`src/verilog/stos_pkg.sv`:
```
package stos_pkg;

  // Clock and timing
  localparam int unsigned CLK_HZ          = 250_000_000;
  localparam int unsigned GLITCH_US       = 500;
  localparam int unsigned MISMATCH_S      = 10;
  localparam int unsigned OFF_DEADLINE_MS = 20;
  localparam int unsigned GLITCH_CYC      = CLK_HZ / 1_000_000 * GLITCH_US;
  localparam int unsigned MS_CYC          = CLK_HZ / 1000;
  localparam int unsigned MISMATCH_MS     = MISMATCH_S * 1000;

  // Register byte offsets
  localparam logic [7:0] CTRL_OFS   = 8'h00;
  localparam logic [7:0] STATUS_OFS = 8'h04;

  // Control register fields
  localparam int unsigned CTRL_SON_BIT     = 0;
  localparam int unsigned CTRL_MAINPWR_BIT = 1;
  localparam int unsigned CTRL_STOPDB_BIT  = 2;
  localparam int unsigned CTRL_SONALLOC_BIT = 3;
  localparam int unsigned CTRL_UTIL_BIT    = 4;
  localparam int unsigned CTRL_ALMRST_BIT  = 5;
  localparam int unsigned CTRL_BRKDLY_LSB  = 8;
  localparam int unsigned CTRL_BRKDLY_W    = 8;
  localparam logic [31:0] CTRL_RESET       = 32'h0000_0000;

  // Status register fields
  localparam int unsigned ST_BLOCK_BIT  = 0;
  localparam int unsigned ST_IDLE_BIT   = 1;
  localparam int unsigned ST_RUN_BIT    = 2;
  localparam int unsigned ST_TALM_BIT   = 3;
  localparam int unsigned ST_CHA_BIT    = 4;
  localparam int unsigned ST_CHB_BIT    = 5;
  localparam int unsigned ST_RDY_BIT    = 6;
  localparam int unsigned ST_UTILH_BIT  = 7;
  localparam int unsigned ST_CFGERR_BIT = 8;

  typedef enum logic [1:0] {
    STOS_BLOCKED,
    STOS_IDLE,
    STOS_RUN
  } stos_state_t;

endpackage

```
`src/verilog/stos_filt_if.sv`:
```
`timescale 1ns/10ps
interface stos_filt_if;
  logic raw;
  logic clean;
  modport filt (input raw, output clean);
  modport user (output raw, input clean);
endinterface

```
`src/verilog/stos_filter.sv`:
```
`timescale 1ns/10ps
module stos_filter
  import stos_pkg::*;
#(
  parameter int unsigned GLITCH = GLITCH_CYC
) (
  input  wire logic clk_i,
  input  wire logic rst_i,
  stos_filt_if.filt f
);
  logic [2:0]  sync_r;
  logic [18:0] cnt_r;
  logic        clean_r;

  // Three flops; a change counts once stages two and three agree
  always_ff @(posedge clk_i) begin
    if (rst_i) begin
      sync_r <= 3'h0;
    end else begin
      sync_r <= {sync_r[1:0], f.raw};
    end
  end

  // ON passes straight; OFF counts only after lasting beyond the glitch time
  always_ff @(posedge clk_i) begin
    if (rst_i) begin
      cnt_r   <= 19'h0;
      clean_r <= 1'b0;
    end else if (sync_r[1] && sync_r[2]) begin
      cnt_r   <= 19'h0;
      clean_r <= 1'b1;
    end else if (!sync_r[1] && !sync_r[2]) begin
      if (cnt_r > 19'(GLITCH)) begin
        clean_r <= 1'b0;
      end else begin
        cnt_r <= cnt_r + 19'h1;
      end
    end
  end

  assign f.clean = clean_r;
endmodule

```
`src/verilog/stos_top.sv`:
```
`timescale 1ns/10ps
module stos_top
  import stos_pkg::*;
#(
  parameter int unsigned GLITCH   = GLITCH_CYC,
  parameter int unsigned MS_TICK  = MS_CYC,
  parameter int unsigned MISMATCH = MISMATCH_MS
) (
  // Clock and reset
  input  wire logic        clk_i,
  input  wire logic        rst_i,
  // Wishbone slave
  input  wire logic        wb_cyc_i,
  input  wire logic        wb_stb_i,
  input  wire logic        wb_we_i,
  input  wire logic [7:0]  wb_adr_i,
  input  wire logic [3:0]  wb_sel_i,
  input  wire logic [31:0] wb_dat_i,
  output logic      [31:0] wb_dat_o,
  output logic             wb_ack_o,
  output logic             wb_err_o,
  // Safety channels, high is ON
  input  wire logic        safety_input_a_i,
  input  wire logic        safety_input_b_i,
  // Alarm sources from the rest of the drive
  input  wire logic        drive_alarm_i,
  input  wire logic [2:0]  drive_alarm_code_i,
  // Drive outputs
  output logic             run_enable_a_o,
  output logic             run_enable_b_o,
  output logic             servo_ready_o,
  output logic             brake_release_out_o,
  output logic             dyn_brake_o,
  output logic             servo_alarm_out_o,
  output logic             alarm_code_bit0_o,
  output logic             alarm_code_bit1_o,
  output logic             alarm_code_bit2_o
);

  stos_filt_if fa ();
  stos_filt_if fb ();
  assign fa.raw = safety_input_a_i;
  assign fb.raw = safety_input_b_i;

  stos_filter #(.GLITCH(GLITCH)) u_fa (.clk_i(clk_i), .rst_i(rst_i), .f(fa));
  stos_filter #(.GLITCH(GLITCH)) u_fb (.clk_i(clk_i), .rst_i(rst_i), .f(fb));

  logic        cha;
  logic        chb;
  assign cha = fa.clean;
  assign chb = fb.clean;

  // Registers
  logic [31:0]              ctrl_r;
  stos_state_t              state_r;
  logic                     talm_r;
  logic                     util_hold_r;
  logic [CTRL_BRKDLY_W-1:0] brk_cnt_r;
  logic                     brake_r;
  logic                     dyn_r;
  logic [17:0]              ms_cnt_r;
  logic                     ms_tick;
  logic [13:0]              mis_cnt_r;
  logic                     ack_r;
  logic                     err_r;
  logic [31:0]              rdat_r;
  logic [31:0]              status_w;

  logic son;
  logic mainpwr;
  logic son_fixed;
  logic util_act;
  logic alm_rst;
  logic any_off;
  logic both_on;
  logic agree;
  logic blocked;
  logic req;

  assign son       = ctrl_r[CTRL_SON_BIT];
  assign mainpwr   = ctrl_r[CTRL_MAINPWR_BIT];
  assign son_fixed = ctrl_r[CTRL_SONALLOC_BIT];
  assign util_act  = ctrl_r[CTRL_UTIL_BIT];
  assign alm_rst   = ctrl_r[CTRL_ALMRST_BIT];
  assign any_off   = !cha || !chb;
  assign both_on   = cha && chb;
  assign agree     = cha == chb;
  assign blocked   = state_r == STOS_BLOCKED;
  assign req       = wb_cyc_i && wb_stb_i && !ack_r && !err_r;

  function automatic logic [31:0] stos_merge(input logic [31:0] old_v,
                                             input logic [31:0] new_v,
                                             input logic [3:0]  sel);
    logic [31:0] res;
    res = old_v;
    for (int i = 0; i < 4; i++) begin
      if (sel[i]) begin
        res[i*8 +: 8] = new_v[i*8 +: 8];
      end
    end
    return res;
  endfunction

  // Only the two mapped words answer with ack; anything else gets err
  function automatic logic stos_adr_hit(input logic [7:0] adr);
    return adr == CTRL_OFS || adr == STATUS_OFS;
  endfunction

  // Status word built from the package field positions
  always_comb begin
    status_w                = 32'h0;
    status_w[ST_BLOCK_BIT]  = blocked;
    status_w[ST_IDLE_BIT]   = state_r == STOS_IDLE;
    status_w[ST_RUN_BIT]    = state_r == STOS_RUN;
    status_w[ST_TALM_BIT]   = talm_r;
    status_w[ST_CHA_BIT]    = cha;
    status_w[ST_CHB_BIT]    = chb;
    status_w[ST_RDY_BIT]    = servo_ready_o;
    status_w[ST_UTILH_BIT]  = util_hold_r;
    status_w[ST_CFGERR_BIT] = blocked && son_fixed;
  end

  // Wishbone: one-cycle answer, ack or err, dropped after one cycle
  always_ff @(posedge clk_i) begin
    if (rst_i) begin
      ack_r <= 1'b0;
      err_r <= 1'b0;
    end else begin
      ack_r <= req && stos_adr_hit(wb_adr_i);
      err_r <= req && !stos_adr_hit(wb_adr_i);
    end
  end

  // Control register; alarm reset bit self-clears after one cycle
  always_ff @(posedge clk_i) begin
    if (rst_i) begin
      ctrl_r <= CTRL_RESET;
    end else if (req && wb_we_i && wb_adr_i == CTRL_OFS) begin
      ctrl_r <= stos_merge(ctrl_r, wb_dat_i, wb_sel_i);
    end else begin
      ctrl_r[CTRL_ALMRST_BIT] <= 1'b0;
    end
  end

  always_ff @(posedge clk_i) begin
    if (rst_i) begin
      rdat_r <= 32'h0;
    end else if (req && !wb_we_i) begin
      if (wb_adr_i == CTRL_OFS) begin
        rdat_r <= ctrl_r;
      end else if (wb_adr_i == STATUS_OFS) begin
        rdat_r <= status_w;
      end else begin
        rdat_r <= 32'h0;
      end
    end
  end

  assign wb_dat_o = rdat_r;
  assign wb_ack_o = ack_r;
  assign wb_err_o = err_r;

  // Millisecond enable
  always_ff @(posedge clk_i) begin
    if (rst_i) begin
      ms_cnt_r <= 18'h0;
    end else if (ms_cnt_r == 18'(MS_TICK - 1)) begin
      ms_cnt_r <= 18'h0;
    end else begin
      ms_cnt_r <= ms_cnt_r + 18'h1;
    end
  end
  assign ms_tick = ms_cnt_r == 18'(MS_TICK - 1);

  // Channel mismatch timer; alarm set wins over reset
  always_ff @(posedge clk_i) begin
    if (rst_i) begin
      mis_cnt_r <= 14'h0;
    end else if (agree) begin
      mis_cnt_r <= 14'h0;
    end else if (ms_tick && mis_cnt_r < 14'(MISMATCH)) begin
      mis_cnt_r <= mis_cnt_r + 14'h1;
    end
  end

  always_ff @(posedge clk_i) begin
    if (rst_i) begin
      talm_r <= 1'b0;
    end else if (!agree && mis_cnt_r >= 14'(MISMATCH)) begin
      talm_r <= 1'b1;
    end else if (alm_rst && agree) begin
      talm_r <= 1'b0;
    end
  end

  // Utility interrupted by a block must be cancelled before run returns
  always_ff @(posedge clk_i) begin
    if (rst_i) begin
      util_hold_r <= 1'b0;
    end else if (any_off && util_act) begin
      util_hold_r <= 1'b1;
    end else if (!util_act) begin
      util_hold_r <= 1'b0;
    end
  end

  // Supervisor state machine
  // Power-up lands in the block, so nothing runs before both channels read ON
  always_ff @(posedge clk_i) begin
    if (rst_i) begin
      state_r <= STOS_BLOCKED;
    end else begin
      case (state_r)
        STOS_BLOCKED: begin
          // Leaving the block needs servo-on low and the fixed allocation bit clear
          if (both_on && !talm_r && !son && !son_fixed) begin
            state_r <= STOS_IDLE;
          end
        end
        STOS_IDLE: begin
          if (any_off || talm_r) begin
            state_r <= STOS_BLOCKED;
          end else if (son && mainpwr && !util_hold_r) begin
            state_r <= STOS_RUN;
          end
        end
        STOS_RUN: begin
          if (any_off || talm_r) begin
            state_r <= STOS_BLOCKED;
          end else if (!son || !mainpwr) begin
            state_r <= STOS_IDLE;
          end
        end
        default: begin
          state_r <= STOS_BLOCKED;
        end
      endcase
    end
  end

  // Run enables cut combinationally per channel, well inside the 20 ms limit
  assign run_enable_a_o = cha && state_r == STOS_RUN;
  assign run_enable_b_o = chb && state_r == STOS_RUN;

  // Ready only outside the block with main power up and no alarm
  assign servo_ready_o = !blocked && mainpwr && !talm_r && !drive_alarm_i;

  // Brake: normal servo-off uses the delay, the block drops it at once
  // The delay counts in ms ticks and only on an ordinary run to idle step
  always_ff @(posedge clk_i) begin
    if (rst_i) begin
      brake_r   <= 1'b0;
      brk_cnt_r <= '0;
    end else if (blocked || any_off) begin
      brake_r   <= 1'b0;
      brk_cnt_r <= '0;
    end else if (state_r == STOS_RUN) begin
      brake_r   <= 1'b1;
      brk_cnt_r <= ctrl_r[CTRL_BRKDLY_LSB +: CTRL_BRKDLY_W];
    end else if (brk_cnt_r != '0) begin
      if (ms_tick) begin
        brk_cnt_r <= brk_cnt_r - 1'b1;
      end
    end else begin
      brake_r <= 1'b0;
    end
  end
  assign brake_release_out_o = brake_r;

  always_ff @(posedge clk_i) begin
    if (rst_i) begin
      dyn_r <= 1'b0;
    end else begin
      dyn_r <= blocked && ctrl_r[CTRL_STOPDB_BIT];
    end
  end
  assign dyn_brake_o = dyn_r;

  // Alarm outputs silent during the block
  assign servo_alarm_out_o = !blocked && (drive_alarm_i || talm_r);
  assign alarm_code_bit0_o = !blocked && drive_alarm_code_i[0];
  assign alarm_code_bit1_o = !blocked && drive_alarm_code_i[1];
  assign alarm_code_bit2_o = !blocked && drive_alarm_code_i[2];

endmodule
```
`config.mk`:
```
export PLATFORM = sky130hd
export DESIGN_NAME = stos_top
export DESIGN_NICKNAME = d
export VERILOG_FILES = /design/src/verilog/stos_pkg.sv /design/src/verilog/stos_filt_if.sv /design/src/verilog/stos_filter.sv /design/src/verilog/stos_top.sv
export SDC_FILE = /design/constraint.sdc
export NUM_CORES = 1
export LEC_CHECK = 0
export BUFFER_PORTS_ARGS = -buffer_cell sky130_fd_sc_hd__buf_2
export CORE_MARGIN = 2
export CORE_UTILIZATION = 57
export CTS_BUF_LIST = sky130_fd_sc_hd__clkbuf_4 sky130_fd_sc_hd__clkbuf_8
export DETAILED_ROUTE_END_ITERATION = 10
export MAX_ROUTING_LAYER = met4
export PLACE_DENSITY = 0.86
export SKIP_LAST_GASP = 1
export SLEW_MARGIN = 20
export SYNTH_ARGS = -nofsm -noshare
export SYNTH_HDL_FRONTEND = slang
export SYNTH_HIERARCHICAL = 1
export SYNTH_SLANG_ARGS = --single-unit
export TNS_END_PERCENT = 5
```
`constraint.sdc`:
```
create_clock -name clk_i -period 2.9 [get_ports clk_i]
set_clock_uncertainty 0.15 [all_clocks]
set_input_delay 0.29 -clock clk_i [delete_from_list [all_inputs] [get_ports clk_i]]
set_output_delay 0.29 -clock clk_i [all_outputs]
set_load 0.01 [all_outputs]
```
==> results.cfg <==
[status]
status = finished clean

[worst_setup_path]
crit_path_start_kind = register
ff2ff_path_depth = 5
timing.rr.start = u_fa/cnt_r[3]$_SDFFE_PP0P_
cp.arrival_ns = 2.73
crit_fanout = 13
critPathCaptureType = register
crit_type = reg2reg
crit_start = u_fa/cnt_r[3]$_SDFFE_PP0P_
worstPathRequired_ns = 3.10

[clocking]
clock_path_buffers = 2
cts-buffers-inserted = 17
cts_max_level = 4
clkSinkCount = 158
clock-root-buffer = clkbuf_8
post_cts_buffers = 0
insertion_delay_ns = 0.45
tritoncts = yes
clk_pin_slew_worst_paths_ns = 0.08

[synth]
synth-seq-cells = 158
synth-xor-area-share = 0.04152
yosysSeqAreaShare = 0.4543
synth_cell_type_count = 58
synth_edf_count = 0
synth_ff_type = dfxtp_1
synth_top_area_frac = 0.4543
synth_top_family_by_area = simple AND/OR/NAND/NOR gates
synth-simple-area-share = 0.2529
synth_area_per_cell_um2 = 8.670
synthesis.nets = 871
mappedNetlistArea_um2 = 6962
synth_adder_area_share = 0.02336
synth-compound-area-share = 0.1833
async_reset_ff_frac = 0
synth_area_leaders = dfxtp_1, nand2_1, a21oi_1, nor2_1, xnor2_1
postSynthCellCount = 803
synth_warnings = 6
yosys.area.top_type = dfxtp_1
muxShareOfSynthArea = 0.002876

[sta]
tightestPinTransition_ns = 0.7580
fin_crit_ns = 2.534
period_share = 0.8736
fmax_mhz = 394.7
rsz0062_at_grt = no
setup_viol = 0
hold_viol = 0
fin_hold_ws_ns = 0.04412
slew_headroom = 0.4928
maxSlewViolCount = 0
layout_setup_ws_ns = 0.3665
tns_ns = 0

[global_route]
grt_start_max_net_pins = 70
grt_usage = 0.2556
grt_pass1_wl_um = 26420
grt_pass1_vias = 5661
grt_remaining_overflow = 0
grt_antenna_before_repair = 1

[detailed_routing]
wirelength_um = 16060
postRouteAntennaNets = 0
first_pass_iters = 5
detail_route.wl_per_cell_um = 14.85
vias = 6203
drcViolationCount = 0
drt-initial-drc-count = 567
via_per_inst = 5.738

[floorplan]
die_h_um = 114.5
io_pins = 98
die-area_um2 = 13110
core_um2 = 11960
rows = 40
die_w_um = 114.5
start_util = 0.5820

[placed_design]
io_buffers = 97
dp_cells = 1017
place_ws_ns = 0.3729
gp_congestion = 0.8458
hpwl_um = 10580
placed_cell_area_um2 = 7507

[power]
p_clk_frac = 0.390
p_sw_uw = 893.3
p_sw_frac = 0.2279
seqPwrFrac = 0.561
combPwrFrac = 0.049
power.internal_mw = 3.027
ir_worst_vdd_uv = 395.0
power_density_nw_per_um2 = 477.5
p_leak_nw = 3.204

[cells_and_area]
finalNetCount = 990
fin_area_um2 = 8209
drive_gt1_frac = 0.1801
area_growth_pct = 17.92
fin_cells = 1081

[worst_hold_path]
min_from = wb_dat_i[5]
min_path_cells = 3
hp-class = in2reg

[flow_run]
maxCapViolCount = 0
==> cell type report <==
cell class,count,area (um^2)
Antenna cell,1,2.502
Multi-Input combinational cell,581,3513
Clock buffer,21,282.8
Fill cell,897,3752
Tap cell,147,183.9
Inverter,25,93.84
Sequential cell,158,3163
Timing Repair Buffer,139,883.3
Clock inverter,9,86.33
==> kinds of logic after synthesis <==
family / after synthesis
AOI/OAI and AO/OA: 181
xor gates and xnor gates: 33
adders and majority gates: 13
buffers and inverters: 64
DFF: 158
muxes: 2
and+or+nand+nor: 352
==> stage by stage <==
step                      utilization  total power, mW
after global placement         0.6276            2.400
after global routing           0.6863            4.061
after floorplan                     -            2.336
after detailed placement       0.6276            2.405
after CTS                      0.6861            3.943
final                          0.6863            3.920
==> path summary, 6_finish.rpt <==
check | slack (ns) | to
setup reg to reg | 0.37 | u_fa/cnt_r[12]$_SDFFE_PP0P_
hold / removal | 0.04 | ctrl_r[5]$_SDFFE_PP0P_
setup / recovery | 0.37 | u_fa/cnt_r[12]$_SDFFE_PP0P_
hold reg to reg | 0.30 | u_fb/sync_r[1]$_SDFF_PP0_
==> cell usage after synthesis, types with 8 or more instances <==
| library cell | n |
|---|---|
| dfxtp_1 | 158 |
| a31o_1 | 10 |
| nand2_1 | 112 |
| nor2_1 | 89 |
| clkbuf_1 | 27 |
| or3_1 | 14 |
| nand3_1 | 22 |
| o21ai_0 | 25 |
| a22oi_1 | 32 |
| inv_1 | 25 |
| nor2b_1 | 9 |
| ha_1 | 13 |
| xnor2_1 | 28 |
| and2_1 | 11 |
| a21oi_1 | 68 |
| nand4_1 | 12 |
| a31oi_1 | 9 |
| nor3_1 | 13 |
| nor4_1 | 8 |
| and3_1 | 16 |
==> power groups by stage <==
stage               Clock, mW  Combinational (mW)  Sequential, mW
floorplan                   0              0.0897            2.25
detailed placement          0               0.154            2.25
global placement            0               0.150            2.25
CTS                      1.55               0.189            2.20
global route             1.65               0.212            2.20
finish                   1.53               0.192            2.20
==> cells in the final DEF (no fill, tap or decap), types with 12 or more instances in the layout <==
cell type,synthesis,layout
nor2_1,89,89
a22oi_1,32,32
o21ai_0,25,25
nand3_1,22,22
nand2_1,112,112
inv_1,25,25
dfxtp_1,158,158
a21oi_1,68,68
ha_1,13,13
or3_1,14,14
clkbuf_8,0,20
xnor2_1,28,28
nor3_1,13,12
and3_1,16,16
dlygate4sd3_1,0,33
nand4_1,12,12
buf_2,4,97
==> critical path, stage by stage (launching register included) <==
cell     delay (ns)
dfxtp_1        0.46
or4b_1         0.46
or4_4          0.61
a31oi_4        0.39
a31oi_1        0.15
a41o_1         0.22
==> flip-flops by register name (all words and copies together), names as in the netlist, 2 cells and up <==
register	flops
ms_cnt_r	18
brk_cnt_r	8
u_fb/sync_r	3
state_r	2
wb_dat_o	32
u_fa/sync_r	3
u_fa/cnt_r	19
u_fb/cnt_r	19
ctrl_r	32
mis_cnt_r	14
==> metal layers <==
layer | up-vias | GRT usage | part of all wire
met5 | - | - | 0
met4 | 0 | 0.07805 | 0.018
met3 | 33 | 0.06458 | 0.060
met2 | 175 | 0.4024 | 0.48
met1 | 2920 | 0.3248 | 0.44
li1 | 3075 | - | -
==> repair_timing <==
action	CTS	global route
hold buffers	33	0
hold endpoints to repair	33	0
resized for setup	0	0
No activity file was read; power rests on OpenSTA's default activity.
